==> src/logic/uart_wake_pkg.sv <==
/*
 * Package for the partial-wake serial receiver: constants, states and carriers.
 * Assumes one 125 MHz clock and a synchronous active-high reset.
 */
// Behaviour
// - Once the processor is in stop with wake enable set and the channel enabled, a start bit on the receive pin begins a partial-wake frame.
// - Only the first asynchronous channel offers partial-wake reception.
// - With wake enable set, only frames starting in stop are guaranteed; others may flag errors.
// - With wake enable and error stop both set, parity, framing and overrun neither set flags nor raise the error irq.
// - A valid edge moves stop to partial wake; a too-short pulse starts no transfer.
// - With error irq enable low, errors raise no error irq, but transfer end is still raised.
// - With error irq enable high and error stop low, an error raises the error irq.
package uart_wake_pkg;

    // ------------------------------------------------------------
    // Constants
    // ------------------------------------------------------------
    localparam int CLK_HZ = 125000000;
    localparam int MAX_WAKE_BPS = 4800;
    localparam logic [6:0] DIV_RESET = 7'h00;
    localparam logic [15:0] PRESCALE_RESET = 16'h0000;
    localparam int DIV_LSB = 9;
    localparam int DIV_MSB = 15;
    localparam int DATA_BITS = 8;
    localparam int FIFO_DEPTH = 16;

    // ------------------------------------------------------------
    // Types
    // ------------------------------------------------------------
    typedef enum logic [2:0] {RX_IDLE, RX_START, RX_DATA, RX_PARITY, RX_STOP} rx_state_e;
    typedef enum logic [1:0] {PW_RUN, PW_STOP, PW_WAKE} power_state_e;

    typedef struct packed {
        logic parity_err;
        logic framing_err;
        logic overrun_err;
    } err_flags_s;

    typedef struct packed {
        logic [DATA_BITS-1:0] data;
        logic parity_err;
        logic framing_err;
    } rx_word_s;

endpackage

==> src/logic/uart_rx_partial_wake.sv <==
/*
 * Receiver of the first asynchronous channel with partial-wake reception.
 * Assumes a 125 MHz clock; configuration bits are driven by processor logic
 * on the same clock; the receive pin is asynchronous.
 */
`timescale 1ns/100ps
module uart_rx_partial_wake
    import uart_wake_pkg::*;
#(
    parameter int FIFO_W = DATA_BITS + 2,
    parameter int DEPTH = FIFO_DEPTH
) (
    // Clock and reset
    input wire logic clk_in,
    input wire logic rst_in,
    // Serial pin
    input wire logic serial_receive_pin_in,
    // Configuration
    input wire logic standby_wake_enable_in,
    input wire logic cpu_stop_in,
    input wire logic channel_start_bit_in,
    input wire logic channel_stop_bit_in,
    input wire logic error_irq_enable_in,
    input wire logic partial_wake_error_stop_in,
    input wire logic parity_enable_in,
    input wire logic parity_odd_in,
    input wire logic [15:0] prescaler_select_in,
    input wire logic [15:0] channel_data_in,
    input wire logic [15:0] wake_prescaler_in,
    input wire logic [15:0] wake_channel_data_in,
    // Flag clear strobes
    input wire logic clear_errors_in,
    // Received data
    output logic [DATA_BITS-1:0] rx_data_out,
    output logic rx_valid_out,
    input wire logic rx_ready_in,
    // Status
    output logic channel_enabled_status_out,
    output logic partial_wake_mode_out,
    output logic parity_error_flag_out,
    output logic framing_error_flag_out,
    output logic overrun_error_flag_out,
    output logic receive_error_irq_out,
    output logic transfer_end_irq_out
);

    // ------------------------------------------------------------
    // Pin synchroniser and baud tick
    // ------------------------------------------------------------
    logic sync1_ff, sync2_ff, pin_d_ff;
    // Reset to the idle level so no false edge follows reset
    always_ff @(posedge clk_in)
    begin
        if (rst_in)
        begin
            sync1_ff <= 1'b1;
            sync2_ff <= 1'b1;
            pin_d_ff <= 1'b1;
        end
        else
        begin
            sync1_ff <= serial_receive_pin_in;
            sync2_ff <= sync1_ff;
            pin_d_ff <= sync2_ff;
        end
    end
    wire fall = pin_d_ff && !sync2_ff;

    logic [15:0] pre_ff, nxt_pre;
    logic [6:0] div_ff, nxt_div;
    logic tick;
    wire waking = standby_wake_enable_in;
    wire [15:0] pre_sel = waking ? wake_prescaler_in : prescaler_select_in;
    wire [6:0] div_sel = waking ? wake_channel_data_in[DIV_MSB:DIV_LSB]
                                : channel_data_in[DIV_MSB:DIV_LSB];

    // ------------------------------------------------------------
    // Power state and receiver
    // ------------------------------------------------------------
    power_state_e pw_ff, nxt_pw;
    rx_state_e st_ff, nxt_st;
    logic en_ff, nxt_en;
    logic [3:0] bit_ff, nxt_bit;
    logic [DATA_BITS-1:0] sh_ff, nxt_sh;
    logic par_ff, nxt_par;
    logic wake_mode_ff, nxt_wake_mode;
    err_flags_s flg_ff, nxt_flg;
    logic eirq_ff, nxt_eirq, tirq_ff, nxt_tirq;
    rx_word_s word;
    logic push, fifo_ready, fifo_valid;
    logic [FIFO_W-1:0] fifo_q;
    logic pe, fe, ov, err;

    always_comb
    begin
        nxt_pre = pre_ff;
        nxt_div = div_ff;
        tick = 1'b0;
        if (st_ff == RX_IDLE)
        begin
            // Preload half a bit so every sample lands mid-bit
            nxt_pre = '0;
            nxt_div = {1'b0, div_sel[6:1]};
        end
        else if (pre_ff >= pre_sel)
        begin
            nxt_pre = '0;
            if (div_ff >= div_sel)
            begin
                nxt_div = '0;
                tick = 1'b1;
            end
            else
                nxt_div = div_ff + 7'h01;
        end
        else
            nxt_pre = pre_ff + 16'h0001;
    end

    always_comb
    begin
        nxt_pw = pw_ff;
        nxt_st = st_ff;
        nxt_en = en_ff;
        nxt_bit = bit_ff;
        nxt_sh = sh_ff;
        nxt_par = par_ff;
        nxt_flg = flg_ff;
        nxt_eirq = 1'b0;
        nxt_tirq = 1'b0;
        push = 1'b0;
        pe = 1'b0;
        fe = 1'b0;
        ov = 1'b0;
        word = '0;
        if (channel_start_bit_in)
            nxt_en = 1'b1;
        if (channel_stop_bit_in)
            nxt_en = 1'b0;
        unique case (pw_ff)
            PW_RUN: if (cpu_stop_in && standby_wake_enable_in) nxt_pw = PW_STOP;
            PW_STOP:
            begin
                if (!cpu_stop_in || !standby_wake_enable_in)
                    nxt_pw = PW_RUN;
                else if (fall && en_ff)
                    nxt_pw = PW_WAKE;
            end
            PW_WAKE: if (!standby_wake_enable_in) nxt_pw = PW_RUN;
            default: nxt_pw = PW_RUN;
        endcase
        nxt_wake_mode = (nxt_pw == PW_WAKE);
        unique case (st_ff)
            RX_IDLE:
            // Frames starting outside stop are taken too; only stop-started ones are sure
            if (fall && en_ff)
                nxt_st = RX_START;
            RX_START:
            if (tick)
            begin
                // Pulse too short: stay woken but start nothing
                nxt_st = sync2_ff ? RX_IDLE : RX_DATA;
                nxt_bit = '0;
                nxt_par = parity_odd_in;
            end
            RX_DATA:
            if (tick)
            begin
                nxt_sh = {sync2_ff, sh_ff[DATA_BITS-1:1]};
                nxt_par = par_ff ^ sync2_ff;
                nxt_bit = bit_ff + 4'h1;
                if (bit_ff == 4'(DATA_BITS - 1))
                    nxt_st = parity_enable_in ? RX_PARITY : RX_STOP;
            end
            RX_PARITY:
            if (tick)
            begin
                nxt_par = par_ff ^ sync2_ff;
                nxt_st = RX_STOP;
            end
            RX_STOP:
            if (tick)
            begin
                nxt_st = RX_IDLE;
                pe = parity_enable_in && par_ff;
                fe = !sync2_ff;
                ov = !fifo_ready;
                word.data = sh_ff;
                word.parity_err = pe;
                word.framing_err = fe;
                push = 1'b1;
                nxt_tirq = 1'b1;
            end
            default: nxt_st = RX_IDLE;
        endcase
        err = pe || fe || ov;
        if (!(standby_wake_enable_in && partial_wake_error_stop_in))
        begin
            nxt_flg.parity_err = flg_ff.parity_err || pe;
            nxt_flg.framing_err = flg_ff.framing_err || fe;
            nxt_flg.overrun_err = flg_ff.overrun_err || ov;
            nxt_eirq = err && error_irq_enable_in;
        end
        if (clear_errors_in)
        begin
            // A new error in the same cycle wins over the clear
            nxt_flg.framing_err = fe && !(standby_wake_enable_in && partial_wake_error_stop_in);
            nxt_flg.overrun_err = ov && !(standby_wake_enable_in && partial_wake_error_stop_in);
            nxt_flg.parity_err = pe && !(standby_wake_enable_in && partial_wake_error_stop_in);
        end
    end

    always_ff @(posedge clk_in)
    begin
        if (rst_in)
        begin
            pre_ff <= PRESCALE_RESET;
            div_ff <= DIV_RESET;
            pw_ff <= PW_RUN;
            st_ff <= RX_IDLE;
            en_ff <= 1'b0;
            bit_ff <= '0;
            sh_ff <= '0;
            par_ff <= 1'b0;
            wake_mode_ff <= 1'b0;
            flg_ff <= '0;
            eirq_ff <= 1'b0;
            tirq_ff <= 1'b0;
        end
        else
        begin
            pre_ff <= nxt_pre;
            div_ff <= nxt_div;
            pw_ff <= nxt_pw;
            st_ff <= nxt_st;
            en_ff <= nxt_en;
            bit_ff <= nxt_bit;
            sh_ff <= nxt_sh;
            par_ff <= nxt_par;
            wake_mode_ff <= nxt_wake_mode;
            flg_ff <= nxt_flg;
            eirq_ff <= nxt_eirq;
            tirq_ff <= nxt_tirq;
        end
    end

    // ------------------------------------------------------------
    // Receive buffer
    // ------------------------------------------------------------
    uart_wake_fifo #(.WIDTH(FIFO_W), .DEPTH(DEPTH)) u_fifo (
        .clk_in(clk_in),
        .rst_in(rst_in),
        .in_valid_in(push && fifo_ready),
        .in_ready_out(fifo_ready),
        .in_data_in(FIFO_W'(word)),
        .out_valid_out(fifo_valid),
        .out_ready_in(rx_ready_in && fifo_valid),
        .out_data_out(fifo_q)
    );

    assign rx_data_out = fifo_q[FIFO_W-1 -: DATA_BITS];
    assign rx_valid_out = fifo_valid;
    assign channel_enabled_status_out = en_ff;
    assign partial_wake_mode_out = wake_mode_ff;
    assign parity_error_flag_out = flg_ff.parity_err;
    assign framing_error_flag_out = flg_ff.framing_err;
    assign overrun_error_flag_out = flg_ff.overrun_err;
    assign receive_error_irq_out = eirq_ff;
    assign transfer_end_irq_out = tirq_ff;
endmodule // uart_rx_partial_wake

==> src/logic/uart_wake_fifo.sv <==
/*
 * Synchronous FIFO with valid/ready on both sides.
 * Assumes writer and reader share the single clock.
 */
`timescale 1ns/100ps
module uart_wake_fifo #(
    parameter int WIDTH = 8,
    parameter int DEPTH = 16
) (
    // Clock and reset
    input wire logic clk_in,
    input wire logic rst_in,
    // Fill side
    input wire logic in_valid_in,
    output logic in_ready_out,
    input wire logic [WIDTH-1:0] in_data_in,
    // Drain side
    output logic out_valid_out,
    input wire logic out_ready_in,
    output logic [WIDTH-1:0] out_data_out
);
    localparam int AW = $clog2(DEPTH);

    logic [WIDTH-1:0] mem_ff [DEPTH];
    logic [AW-1:0] wr_ff, nxt_wr, rd_ff, nxt_rd;
    logic [AW:0] cnt_ff, nxt_cnt;
    logic [WIDTH-1:0] q_ff, nxt_q;
    logic valid_ff, nxt_valid, ready_ff, nxt_ready;
    logic push, pop;

    always_comb
    begin
        push = in_valid_in && ready_ff;
        pop = out_ready_in && valid_ff;
        nxt_wr = push ? wr_ff + 1'b1 : wr_ff;
        nxt_rd = pop ? rd_ff + 1'b1 : rd_ff;
        nxt_cnt = cnt_ff + (AW+1)'(push) - (AW+1)'(pop);
        nxt_valid = (nxt_cnt != '0);
        nxt_ready = (nxt_cnt != (AW+1)'(DEPTH));
        // Head slot written this cycle: take the word past the array
        nxt_q = (push && (wr_ff == nxt_rd)) ? in_data_in : mem_ff[nxt_rd];
    end

    always_ff @(posedge clk_in)
    begin
        if (rst_in)
        begin
            wr_ff <= '0;
            rd_ff <= '0;
            cnt_ff <= '0;
            q_ff <= '0;
            valid_ff <= 1'b0;
            ready_ff <= 1'b1;
        end
        else
        begin
            wr_ff <= nxt_wr;
            rd_ff <= nxt_rd;
            cnt_ff <= nxt_cnt;
            q_ff <= nxt_q;
            valid_ff <= nxt_valid;
            ready_ff <= nxt_ready;
        end
        if (push)
            mem_ff[wr_ff] <= in_data_in;
    end

    assign in_ready_out = ready_ff;
    assign out_valid_out = valid_ff;
    assign out_data_out = q_ff;
endmodule // uart_wake_fifo

==> config.mk <==
export PLATFORM = sky130hd
export DESIGN_NAME = uart_rx_partial_wake
export DESIGN_NICKNAME = d
export VERILOG_FILES = /design/src/logic/uart_wake_pkg.sv /design/src/logic/uart_rx_partial_wake.sv /design/src/logic/uart_wake_fifo.sv
export SDC_FILE = /design/constraint.sdc
export NUM_CORES = 1
export LEC_CHECK = 0
export ABC_CLOCK_PERIOD_IN_PS = 11100
export BUFFER_PORTS_ARGS = -buffer_cell sky130_fd_sc_hd__buf_2
export CORE_ASPECT_RATIO = 0.5
export CORE_MARGIN = 1.5
export CORE_UTILIZATION = 45
export CTS_CLUSTER_DIAMETER = 150
export CTS_CLUSTER_SIZE = 30
export DETAILED_ROUTE_END_ITERATION = 8
export HOLD_SLACK_MARGIN = 0.15
export SLEW_MARGIN = 20
export SYNTH_ARGS = -nofsm -noshare
export SYNTH_HDL_FRONTEND = slang
export SYNTH_SLANG_ARGS = --single-unit
==> constraint.sdc <==
create_clock -name clk_in -period 11.1 [get_ports clk_in]
set_input_delay 2.22 -clock clk_in [delete_from_list [all_inputs] [get_ports clk_in]]
set_output_delay 2.22 -clock clk_in [all_outputs]
set_load 0.005 [all_outputs]
# After elaboration in Yosys (flattened, before gate mapping)
# Memory sizes are Yosys's and may differ from the RTL's. A register that Yosys moved wholly into a read port is not among the register bits.
# Cells that the tools add are included.
# word_totals
register_bits,66
ramBits,160
in_bits,77
wordCells,133
n_memories,1
# mem_list
name,depth,word_bits,rd,rd_ports_with_merged_regs,wr,line,rtl
u_fifo.mem_ff,16,10,1,1,1,uart_wake_fifo.sv:24,logic [WIDTH-1:0] mem_ff [DEPTH];
# classes
n_addsub,7
magnitude_cmp,2
n_eq_ne,17
muxes,43
bitwise_logic,1
reduce_logical,39
# op_table
op,count
$mux 3,9
$mux 10,2
$add 16x1->16 const B,1
$ge 16x16->1,1
$mux 16,1
$mux 1,15
$pmux 3 s5,1
$mux 7,2
$logic_and 1x1->1,13
$add 4x1->4 const B,3
$mux 4,3
$mux 6,2
$ne 2x2->1 const B,6
$mux 2,5
$pmux 4 s2,1
$reduce_or 2->1,4
$add 7x1->7 const B,1
$ge 7x7->1,1
$eq 3x2->1 const B,2
$logic_or 1x1->1,6
$pmux 2 s3,1
$reduce_and 3->1,2
$reduce_and 6->1,1
$reduce_bool 2->1,3
17 further kinds,23

# Logic depth before layout (Yosys ltp)
# Gate-level depths: netlist of run 1.
# depth
ltp_word,12
mapped_depth,18

# Hierarchy
# A second synthesis of run 1 with hierarchy kept.
# unflattened
cells_unflattened,933
hier_area_um2,11471.0
# modules_own_cells
module,instances,cells_each,area_each_um2,seq_area_each_um2
uart_wake_fifo,1,584,8301.7,5305.1
uart_rx_partial_wake,1,349,3169.3,1021.0

# Least setup slack after synthesis of run 1
# No wires, ideal clock.
# synth_path
path_type,in2reg
startpoint,input port standby_wake_enable_in
endpoint,register u_fifo.ready_ff (netlist: u_fifo.in_ready_out)
setup_ns,0.130
t_arrival_ns,6.149
required_time_ns,10.970
path_slack_ns,4.821
path_stages,17
n_path_buf,3
cell_sequence,clkbuf_1 clkbuf_1 mux2_2 ha_1 nand2b_1 a2111oi_0 o31ai_1 nand3_1 clkbuf_1 nor2_1 ha_1 fa_1 a21o_1 a21oi_1 xnor2_1 nor2_1 nand2_1
# synth_between
elab_chain_cells,12
# synth_lines
item,line,rtl
"start, declared",uart_rx_partial_wake.sv:19,"input wire logic standby_wake_enable_in,"
"parallel branches: the longest is 3 deep, another holds $ge 16x16->1",-,
$mux 1 (*),uart_rx_partial_wake.sv:105,else if (pre_ff >= pre_sel)
$mux 1 (*),uart_rx_partial_wake.sv:99,if (st_ff == RX_IDLE)
$mux 1 (*),uart_rx_partial_wake.sv:182,if (tick)
$mux 1 (*),uart_rx_partial_wake.sv:153,unique case (st_ff)
$logic_and 1x1->1 (*),uart_rx_partial_wake.sv:253,".in_valid_in(push && fifo_ready),"
$logic_and 1x1->1 (*),uart_wake_fifo.sv:33,push = in_valid_in && ready_ff;
named net u_fifo.push,uart_wake_fifo.sv:29,"logic push, pop;"
$add 5x1->5 (*),uart_wake_fifo.sv:37,nxt_cnt = cnt_ff + (AW+1)'(push) - (AW+1)'(pop);
$sub 5x1->5 (*),uart_wake_fifo.sv:37,
$ne 5x5->1 (*),uart_wake_fifo.sv:39,nxt_ready = (nxt_cnt != (AW+1)'(DEPTH));
"end signal, assigned",uart_wake_fifo.sv:62,ready_ff <= nxt_ready;
"end, declared",uart_wake_fifo.sv:28,"logic valid_ff, nxt_valid, ready_ff, nxt_ready;"
# Mark *: on every way through the listed nets, which the timed path passes.
# A chain may end at the register's enable or synchronous reset.

# Worst setup path in the final report of run 1
# Same ends and word-level chain as after synthesis.

==> impl_results.md, run 1 <==
- Area of the core: 20,500 um^2
- # setup viols final: 0
- Worst vdd ir: 85.3 uV
- Number of CTS-inserted buffers: 10
- Crit path launch: standby_wake_enable_in
- Vias in the first global route: 6,106
- Place WS: 4630 ps
- Reg-to-reg slack, setup: 7320 ps
- CP endpoint kind: register
- Hold Path Stages: 1
- Starting Density: 45.8%
- R2r startpoint: pre_ff[7]
- Sequential fraction of the synthesis area: 56.7%
- Critical path's slowest cell: a2111oi_0
- TritonCTS clock tree: done
- CTS resizes: 0
- NetSw: 0.406 mW
- Adder-Cell Fraction of Synth Area: 5.01%
- Switching Fraction: 26.4%
- Seq pwr share: 53.5%
- Syn Inst Count: 770
- CTS H-tree lvls: 1
- Skew-Pair Late Insertion Delay: 470 ps
- Initial antenna violation count: 3
- Data required time at the worst endpoint: 11,450 ps
- Largest net degree at the start of global routing: 46
- Async SR Flop Fraction: 0%
- Routed wire length: 20.4 mm
- Fmax: 0.167 GHz
- Unique masters post-synth: 60
- Part of the power in the clock network: 26.9%
- Slew Viols, Final: 0
- Hold crit path type: register to register
- GPL Wtd Cong: 0.763
- Fraction of layout cells with a size suffix above 1: 15.8%
- Wire per inst: 18.5 um
- Remaining global-route overflow: 0
- # DRC: 0
- Cell depth of the worst setup path: 16
- # hold bufs at CTS: 0
- Startpoint Class: input pin
- Number of synthesized flops with an enable pin: 128
- CP Cell Sequence: buf_2, mux2_2, ha_1, nand2b_1, a2111oi_0, o31ai_1, buf_4, nand3_1, nor2_1, ha_1, fa_1, a21o_1, a21oi_1, xnor2_1, nor2_1, nand2_1
- Relative slew margins: 32.9%
- Synthesized Nets: 884
- Hold_ws: 425 ps
- Status: finished clean
- Seq cells post-synth: 202
- I/O pins: 93
- Area delta synth->final: 9.80%
- IO Port Bufs: 74
- Fin nets: 937
- DRT iter0 DRCs: 424
- Yosys warns: 0
- CP Buf/Inv Count: 2
- Comb power frac: 19.6%
- FF-to-FF End: u_fifo.in_ready_out
- Least-Margin Pin Slew: 1000 ps
- Root Driver: clkbuf_16
- Row count: 37
- Detail Placement HPWL: 13.8 mm
- Mux share of post-synthesis cell area: 10.2%
- DRT Pass-1 Iters: 4
- Final Worst Setup Slack: 5110 ps
- Worst setup endpoint: u_fifo.in_ready_out
- Synth Area in Compound Gates: 9.52%
- Origin of the worst min-delay path: sync1_ff
- Post-CTS Setup Bufs: 0
- Period utilisation layout: 54.0%
- R2r worst-path depth: 14
- Largest stage delay, worst path: 580 ps
- Mapped Area: 9390 um^2
- Bufs on Longest Clock Path: 3
- Max FO, Critical Path: 26
- CP arrival: 6340 ps
- Finished Core Util: 50.3%
- Synthesized area per cell: 12.2 um^2
- Pwr dens: 149 nW/um^2
- Post-Synth XOR/XNOR Area: 2.42%
- Critical path class: input pin to register
- RSZ-0062 raised after global routing: no
- Num Clock Sinks: 202
- Die ar.: 21,800 um^2
- Clock-pin slew of the registers on the worst-case setup and hold paths: 110 ps
- Clk_skew: 12.2 ps
- ANT nets after route: 0
- Die H: 105 um
- Total track usage: 18.9%
- Final min period: 5990 ps
- Top_reg_cell synth: edfxtp_1
- Detailed-route via count: 6,206
- MaxCap Viol Count: 0
- Total power: 1.54 mW
- Die width: 207 um
- Setup TNS: 0 ps
- Final Hold Vio Count: 0
- Post-Synth Simple-Gate Area: 13.2%
- Leakage: 3.67 nW
- Cell internal pwr: 1.13 mW
- Crit path max-delay family: compound AO/OA/AOI/OAI gates
- Main combinational cell family by area after synthesis: simple AND/OR/NAND/NOR gates
- Via density: 5.64
- First-pass GRT wire length: 32.2 mm
[flip-flops by register name (all words and copies together) (netlist names)]
name / flops
u_fifo.out_valid_out: 1
transfer_end_irq_out: 1
overrun_error_flag_out: 1
receive_error_irq_out: 1
u_fifo.in_ready_out: 1
u_fifo.cnt_ff: 5
st_ff: 3
pre_ff: 16
framing_error_flag_out: 1
div_ff: 7
sh_ff: 8
sync2_ff: 1
channel_enabled_status_out: 1
u_fifo.wr_ff: 4
pin_d_ff: 1
sync1_ff: 1
par_ff: 1
bit_ff: 4
partial_wake_mode_out: 1
pw_ff: 2
u_fifo.mem_ff: 128
parity_error_flag_out: 1
u_fifo.out_data_out: 8
u_fifo.rd_ff: 4
[cells in the final DEF (no fill, tap or decap), types with 13 or more instances in the layout]
cell,netlist,layout
ha_1,36,36
o21ai_0,13,13
a21oi_1,29,29
nand2_1,21,21
nor2_1,63,63
xnor2_1,15,15
edfxtp_1,128,128
a211oi_1,30,30
buf_2,7,74
and3_1,44,44
mux2i_1,57,57
nand2b_1,14,14
nand3_1,20,20
nand4_1,14,14
dfxtp_1,74,74
inv_1,22,22
nor3_1,17,15
[routing by layer]
layer | GRT usage, % | vias up | part of all wire [%]
met3 | 3.10 | 22 | 4.3
met2 | 32.8 | 118 | 47
met1 | 25.5 | 3043 | 47
li1 | - | 3019 | -
met5 | 0 | - | 0.11
met4 | 2.68 | 4 | 1.2
[synthesized netlist by cell type, types with 7 or more instances]
| library cell | n | share of area, % |
|---|---|---|
| edfxtp_1 | 128 | 41 |
| dfxtp_1 | 74 | 16 |
| nor2_1 | 63 | 2.5 |
| mux2i_1 | 57 | 6.1 |
| and3_1 | 44 | 2.9 |
| ha_1 | 36 | 4.8 |
| clkbuf_1 | 32 | 1.3 |
| a211oi_1 | 30 | 2.4 |
| a21oi_1 | 29 | 1.5 |
| inv_1 | 22 | 0.88 |
| nand2_1 | 21 | 0.84 |
| nand3_1 | 20 | 1.1 |
| nor3_1 | 17 | 0.91 |
| xnor2_1 | 15 | 1.4 |
| nand2b_1 | 14 | 0.93 |
| nand4_1 | 14 | 0.93 |
| o21ai_0 | 13 | 0.69 |
| a31oi_1 | 12 | 0.80 |
| mux4_2 | 12 | 2.9 |
| xor2_1 | 11 | 1.0 |
| mux2_2 | 10 | 1.2 |
| or4_1 | 9 | 0.72 |
| o41ai_1 | 8 | 0.75 |
| and2_1 | 7 | 0.47 |
| buf_2 | 7 | 0.37 |
[cell families (layout without fill, tap and decap cells)]
logic type	Yosys count	after routing
flops	202	202
fa+ha+maj	37	37
xor+xnor	26	26
other cells	0	1
simple gates	233	233
mux	79	79
buf+inv	65	122
compound gates	128	128
[power by group through the flow]
stage	sequential [mW]	clock (mW)	combinational [mW]
floorplan	0.836	0	0.232
detailed placement	0.841	0	0.302
global placement	0.840	0	0.298
finish	0.824	0.414	0.301
CTS	0.824	0.424	0.304
global route	0.826	0.449	0.333
[through the flow]
stage / cells / instance area (um^2)
6_report: 1101 / 10300
5_1_grt: 1101 / 10300
4_1_cts: 1100 / 10300
3_5_place_dp: 1084 / 10000
3_3_place_gp: 1084 / 10000
2_1_floorplan: 770 / 9390
[worst min-delay path by stage]
stage,endpoint
4_1_cts,sync2_ff
3_3_place_gp,sync2_ff
6_report,sync2_ff
3_5_place_dp,sync2_ff
2_1_floorplan,sync2_ff
5_1_grt,sync2_ff
[area by class of cell]
| class | count | area [um^2] |
|---|---|---|
| Fill cell | 1839 | 10200 |
| Sequential cell | 202 | 5330 |
| Multi-Input combinational cell | 503 | 3820 |
| Timing Repair Buffer | 84 | 445 |
| Tap cell | 273 | 342 |
| Clock buffer | 15 | 290 |
| Inverter | 22 | 82.6 |
| Clock inverter | 1 | 8.76 |
| Antenna cell | 1 | 2.50 |
(Power assumes the default switching activity.)
==> run 2, diff against run 1 <==
--- a/config.mk
+++ b/config.mk
@@ -5,7 +5,7 @@
 export SDC_FILE = /design/constraint.sdc
 export NUM_CORES = 1
 export LEC_CHECK = 0
-export ABC_CLOCK_PERIOD_IN_PS = 11100
+export ABC_CLOCK_PERIOD_IN_PS = 6100
 export BUFFER_PORTS_ARGS = -buffer_cell sky130_fd_sc_hd__buf_2
 export CORE_ASPECT_RATIO = 0.5
 export CORE_MARGIN = 1.5
==> constraint.sdc (replaced) <==
create_clock -name clk_in -period 6.1 [get_ports clk_in]
set_input_delay 1.22 -clock clk_in [delete_from_list [all_inputs] [get_ports clk_in]]
set_output_delay 1.22 -clock clk_in [all_outputs]
set_load 0.005 [all_outputs]
==> impl_results.md, run 2 (same netlist as run 1, synthesis figures left out) <==
- Die width: 207 um (unchanged)
- Final Worst Setup Slack: 1390 ps (-3720 ps)
- Final min period: 4710 ps
- Largest Register: u_fifo.mem_ff
- Skew-Pair Late Insertion Delay: 470 ps (about the same)
- Num Clock Sinks: 202 (unchanged)
- Clk_skew: 16.1 ps (+3.96 ps)
- Row count: 37 (unchanged)
- Leakage: 3.69 nW (+0.62%)
- Largest stage delay, worst path: 870 ps (+290 ps)
- Via density: 5.65 (+0.27%)
- First-pass GRT wire length: 33.3 mm (+3.2%)
- Largest net degree at the start of global routing: 46 (unchanged)
- Initial antenna violation count: 2 (-1)
- CP endpoint kind: register
- Routed wire length: 20.7 mm (+1.6%)
- Wl on met1: 9.90 mm (+2.4%)
- DRT Pass-1 Iters: 5 (+1)
- Hold path endpoint: sync2_ff
- Setup TNS: 0 ps (unchanged)
- Die H: 105 um (unchanged)
- Place WS: 883 ps (-3750 ps)
- Data required time at the worst endpoint: 6190 ps (-5260 ps)
- Bufs on Longest Clock Path: 3 (unchanged)
- Least-Margin Pin Slew: 1080 ps (+74.5 ps)
- Largest regs: u_fifo.mem_ff x128, pre_ff x16
- Highest routed layer: met5
- Startpoint Class: input pin
- Area delta synth->final: 9.91% (about the same)
- Metal2 WL: 9.67 mm (+0.97%)
- Starting Density: 45.8% (unchanged)
- CP Buf/Inv Count: 3 (+1)
- Fmax: 0.212 GHz
- CP Cell Sequence: buf_2, buf_4, mux2i_1, ha_1, nand4_1, or3_1, a221o_1, a31oi_1, buf_4, nand4_1, nor2_1
- # placed instances: 1,088 (+0.37%)
- DP Area: 10,000 um^2 (+0.20%)
- Critical path class: input pin to register
- R2r worst-path depth: 16 (+2)
- ANT nets after route: 0 (unchanged)
- CTS resizes: 0 (unchanged)
- FF-to-FF End: u_fifo.in_ready_out
- Number of flip-flops under the largest register name: 128 (unchanged)
- Vias in the first global route: 6,106 (unchanged)
- Post-CTS Setup Bufs: 0 (unchanged)
- Slew Viols, Final: 0 (unchanged)
- IO Port Bufs: 74 (unchanged)
- Total power: 2.74 mW (+78%)
- Crit path max-delay family: simple AND/OR/NAND/NOR gates
- Period utilisation layout: 77.2%
- RSZ-0062 raised after global routing: no
- MaxCap Viol Count: 0 (unchanged)
- CTS H-tree lvls: 1 (unchanged)
- Detailed-route via count: 6,240 (+0.55%)
- Crit path launch: standby_wake_enable_in
- # setup viols final: 0 (unchanged)
- Max FO, Critical Path: 23 (-12%)
- Origin of the worst min-delay path: sync1_ff
- Status: finished clean
- Reg-to-reg slack, setup: 2560 ps (-4760 ps)
- TritonCTS clock tree: done
- Number of CTS-inserted buffers: 10 (unchanged)
- Total track usage: 19.4% (+0.52 points)
- I/O pins: 93 (unchanged)
- # DRC: 0 (unchanged)
- DRT iter0 DRCs: 516 (+22%)
- Wire per inst: 18.7 um (+1.3%)
- Metal3 WL: 959 um (+10%)
- Critical path's slowest cell: nor2_1
- Root Driver: clkbuf_16
- Final Hold Vio Count: 0 (unchanged)
- Hold crit path type: register to register
- Commonest non-fill, non-tap cell in the layout: edfxtp_1
- Most frequent cells in the layout: 128 x edfxtp_1, 74 x dfxtp_1, 74 x buf_2, 62 x nor2_1, 57 x mux2i_1
- R2r startpoint: div_ff[0]
- Pwr dens: 266 nW/um^2 (+78%)
- CP arrival: 4800 ps (-1540 ps)
- Clock-pin slew of the registers on the worst-case setup and hold paths: 120 ps (about the same)
- Area of the core: 20,500 um^2 (unchanged)
- Fillers: 1,826 (-0.71%)
- Die ar.: 21,800 um^2 (unchanged)
- N_diodes: 0 (-1)
- Remaining global-route overflow: 0 (unchanged)
- GPL Wtd Cong: 0.765 (+0.22%)
- Relative slew margins: 28.2% (-4.7 points)
- Detail Placement HPWL: 14.0 mm (+1.2%)
- Post-route cell area: 10,300 um^2 (about the same)
- Fraction of layout cells with a size suffix above 1: 16.1% (+0.28 points)
- # hold bufs at CTS: 0 (unchanged)
- Worst vdd ir: 161 uV (+89%)
- Final Non-Filler Cells: 1,104 (+0.27%)
- Fin nets: 941 (+0.43%)
- Hold Path Stages: 1 (unchanged)
-- run 2: how the worst max path moves through the flow --
stage / slack (ps) / end / cells after the start
after floorplan: 820 / u_fifo.in_ready_out / 17
after global placement: 930 / u_fifo.mem_ff[4][5] / 11
after detailed placement: 880 / u_fifo.mem_ff[5][5] / 11
after CTS: 1370 / u_fifo.mem_ff[5][6] / 11
after global routing: 1120 / u_fifo.in_ready_out / 16
final: 1390 / u_fifo.mem_ff[4][6] / 11
-- run 2: layout make-up --
type / instances / area (um^2) / share of cell area (%)
Sequential cell: 202 / 5330 / 51.6
Multi-Input combinational cell: 503 / 3800 / 36.8
Timing Repair Buffer: 88 / 475 / 4.61
Tap cell: 273 / 342 / 3.31
Clock buffer: 15 / 290 / 2.81
Inverter: 22 / 82.6 / 0.800
Clock inverter: 1 / 8.76 / 0.0848
-- run 2: report_power, final --
group	total, mW	switching (mW)	leakage, nW	internal, mW
Clock	0.759	0.420	0.145	0.339
Sequential	1.49	0.0280	1.62	1.46
Combinational	0.492	0.270	1.93	0.223
Total	2.74	0.718	3.69	2.03
-- run 2: routing by layer --
metal	track usage (%)	up-vias
li1	-	3028
met1	27.5	3071
met2	32.2	122
met3	3.43	15
met4	2.15	4
met5	0	-
-- run 2: metrics by stage --
step | utilization (%) | hold slack, ps
after floorplan | - | 389
after global placement | 48.9 | 404
after detailed placement | 48.9 | 404
after CTS | 50.3 | 433
after global routing | 50.3 | 442
final | 50.3 | 435
==> run 3, diff against run 2 <==
--- a/config.mk
+++ b/config.mk
@@ -5,7 +5,7 @@
 export SDC_FILE = /design/constraint.sdc
 export NUM_CORES = 1
 export LEC_CHECK = 0
-export ABC_CLOCK_PERIOD_IN_PS = 6100
+export ABC_CLOCK_PERIOD_IN_PS = 3950
 export BUFFER_PORTS_ARGS = -buffer_cell sky130_fd_sc_hd__buf_2
 export CORE_ASPECT_RATIO = 0.5
 export CORE_MARGIN = 1.5
@@ -14,6 +14,7 @@
 export CTS_CLUSTER_SIZE = 30
 export DETAILED_ROUTE_END_ITERATION = 8
 export HOLD_SLACK_MARGIN = 0.15
+export PLACE_DENSITY = 0.66
 export SLEW_MARGIN = 20
 export SYNTH_ARGS = -nofsm -noshare
 export SYNTH_HDL_FRONTEND = slang
==> constraint.sdc (replaced) <==
create_clock -name clk_in -period 3.95 [get_ports clk_in]
set_input_delay 0.79 -clock clk_in [delete_from_list [all_inputs] [get_ports clk_in]]
set_output_delay 0.79 -clock clk_in [all_outputs]
set_load 0.005 [all_outputs]
==> impl_results.md, run 3 (same netlist as run 1, synthesis figures left out) <==
- Status: finished clean
- Post-CTS Setup Bufs: 0 (unchanged)
- Busiest grt layer: met2
- Initial antenna violation count: 0 (-2)
- Root Driver: clkbuf_16
- Total track usage: 18.7% (-0.69 points)
- Final min period: 3450 ps
- Period utilisation layout: 87.3%
- First-pass GRT wire length: 32.4 mm (-2.7%)
- Via density: 5.58 (-1.4%)
- DP Area: 10,300 um^2 (+3.2%)
- Vias in the first global route: 6,173 (+1.1%)
- Clk_skew: 14.9 ps (-1.19 ps)
- Final Worst Setup Slack: 502 ps (-886 ps)
- Relative slew margins: 39.7% (+12 points)
- Seq pwr share: 52.9% (-1.5 points)
- Hold crit path type: register to register
- I/O pins: 93 (unchanged)
- Remaining global-route overflow: 0 (unchanged)
- Die ar.: 21,800 um^2 (unchanged)
- CTS resizes: 0 (unchanged)
- Largest Register: u_fifo.mem_ff
- Starting Density: 45.8% (unchanged)
- Largest regs: u_fifo.mem_ff x128, pre_ff x16
- NetSw: 1.17 mW (+63%)
- Detail Placement HPWL: 14.1 mm (+1.1%)
- IO Port Bufs: 74 (unchanged)
- # DRC: 0 (unchanged)
- Die width: 207 um (unchanged)
- Leakage: 3.85 nW (+4.2%)
- CP arrival: 3810 ps (-990 ps)
- Area delta synth->final: 13.3%
- Max FO, Critical Path: 18 (-22%)
- DRT Pass-1 Iters: 6 (+1)
- Most frequent cells in the layout: 128 x edfxtp_1, 74 x dfxtp_1, 74 x buf_2, 62 x nor2_1, 57 x mux2i_1
- Fmax: 0.290 GHz
- Number of flip-flops under the largest register name: 128 (unchanged)
- Critical path class: input pin to register
- Met2 Use GR: 31.1% (-1.1 points)
- Skew-Pair Late Insertion Delay: 470 ps (about the same)
- Fraction of layout cells with a size suffix above 1: 20.3% (+4.2 points)
- # placed instances: 1,118 (+2.8%)
- Final Non-Filler Cells: 1,134 (+2.7%)
- RSZ-0062 raised after global routing: no
- # hold bufs at CTS: 0 (unchanged)
- Comb power frac: 20.5% (+2.5 points)
- Least-Margin Pin Slew: 904 ps (-173 ps)
- Fillers: 1,768 (-3.2%)
- Fin nets: 971 (+3.2%)
- Cell internal pwr: 3.21 mW (+59%)
- Wire per inst: 17.9 um (-4.8%)
- Slew Viols, Final: 0 (unchanged)
- Startpoint Class: input pin
- Worst vdd ir: 317 uV (+96%)
- Post-route cell area: 10,600 um^2 (+3.0%)
- Bufs on Longest Clock Path: 3 (unchanged)
- GR Util met1: 26.2% (-1.3 points)
- Number of CTS-inserted buffers: 10 (unchanged)
- Part of the power in the clock network: 26.6% (-1.1 points)
- Die H: 105 um (unchanged)
- GPL Wtd Cong: 0.790 (+3.2%)
- Row count: 37 (unchanged)
- Pwr dens: 412 nW/um^2 (+55%)
- MaxCap Viol Count: 0 (unchanged)
- Routed wire length: 20.2 mm (-2.2%)
- TritonCTS clock tree: done
- Data required time at the worst endpoint: 4310 ps (-1880 ps)
- N_diodes: 0 (unchanged)
- Place WS: -5.16 ps (-888 ps)
- # setup viols final: 0 (unchanged)
- Switching Fraction: 26.7% (+0.56 points)
- Clock-pin slew of the registers on the worst-case setup and hold paths: 110 ps (about the same)
- Largest net degree at the start of global routing: 46 (unchanged)
- CTS H-tree lvls: 1 (unchanged)
- Commonest non-fill, non-tap cell in the layout: edfxtp_1
- Area of the core: 20,500 um^2 (unchanged)
- Detailed-route via count: 6,323 (+1.3%)
- Num Clock Sinks: 202 (unchanged)
- Final Hold Vio Count: 0 (unchanged)
- CP endpoint kind: register
- M3 GR Usage: 2.37% (-1.1 points)
- ANT nets after route: 0 (unchanged)
- DRT iter0 DRCs: 589 (+14%)
[run 3: area by class of cell]
type	count	area (um^2)	share of cell area, %
Inverter	22	82.6	0.776
Clock buffer	15	290	2.73
Tap cell	273	342	3.21
Clock inverter	1	8.76	0.0823
Sequential cell	202	5330	50.1
Multi-Input combinational cell	503	3880	36.4
Timing Repair Buffer	118	713	6.70
[run 3: metrics by stage]
step	power (mW)	setup TNS (ps)	hold WS, ps	utilization, %
floorplan	3.04	-13.1	389	-
global placement	3.25	0	391	50.4
detailed placement	3.27	-5.16	405	50.4
CTS	4.42	0	433	51.9
global route	4.57	0	442	51.9
finish	4.39	0	427	51.9
[run 3: path summary, 6_finish.rpt]
check	from	end	cells after the start	slack, ps
max	standby_wake_enable_in	u_fifo.in_ready_out	17	500
min	sync1_ff	sync2_ff	1	430
max reg2reg	pre_ff[11]	u_fifo.mem_ff[0][4]	9	920
min reg2reg	sync1_ff	sync2_ff	1	430
[run 3: power groups by stage]
stage | Clock [mW] | Sequential, mW | Combinational, mW
final | 1.17 | 2.32 | 0.900
after global routing | 1.26 | 2.33 | 0.985
after CTS | 1.19 | 2.32 | 0.908
after detailed placement | 0 | 2.37 | 0.904
after global placement | 0 | 2.36 | 0.882
after floorplan | 0 | 2.35 | 0.689
[run 3: routing by layer]
metal	wire length, um	vias to the layer above
li1	-	3082
met1	9560	3068
met2	9410	149
met3	879	24
met4	395	0
met5	0	-
[run 3: worst max-delay path, stage by stage]
cell     delay, ps
buf_2          100
buf_12         160
buf_4          180
mux2i_1        250
ha_1           290
a21o_1         170
a21oi_1        300
o31ai_4        140
nand3_2        110
nor2_2          40
ha_2           180
fa_1           400
a21o_1         200
a21oi_1        180
xnor2_1        110
nor2_1         130
nand2_1         70
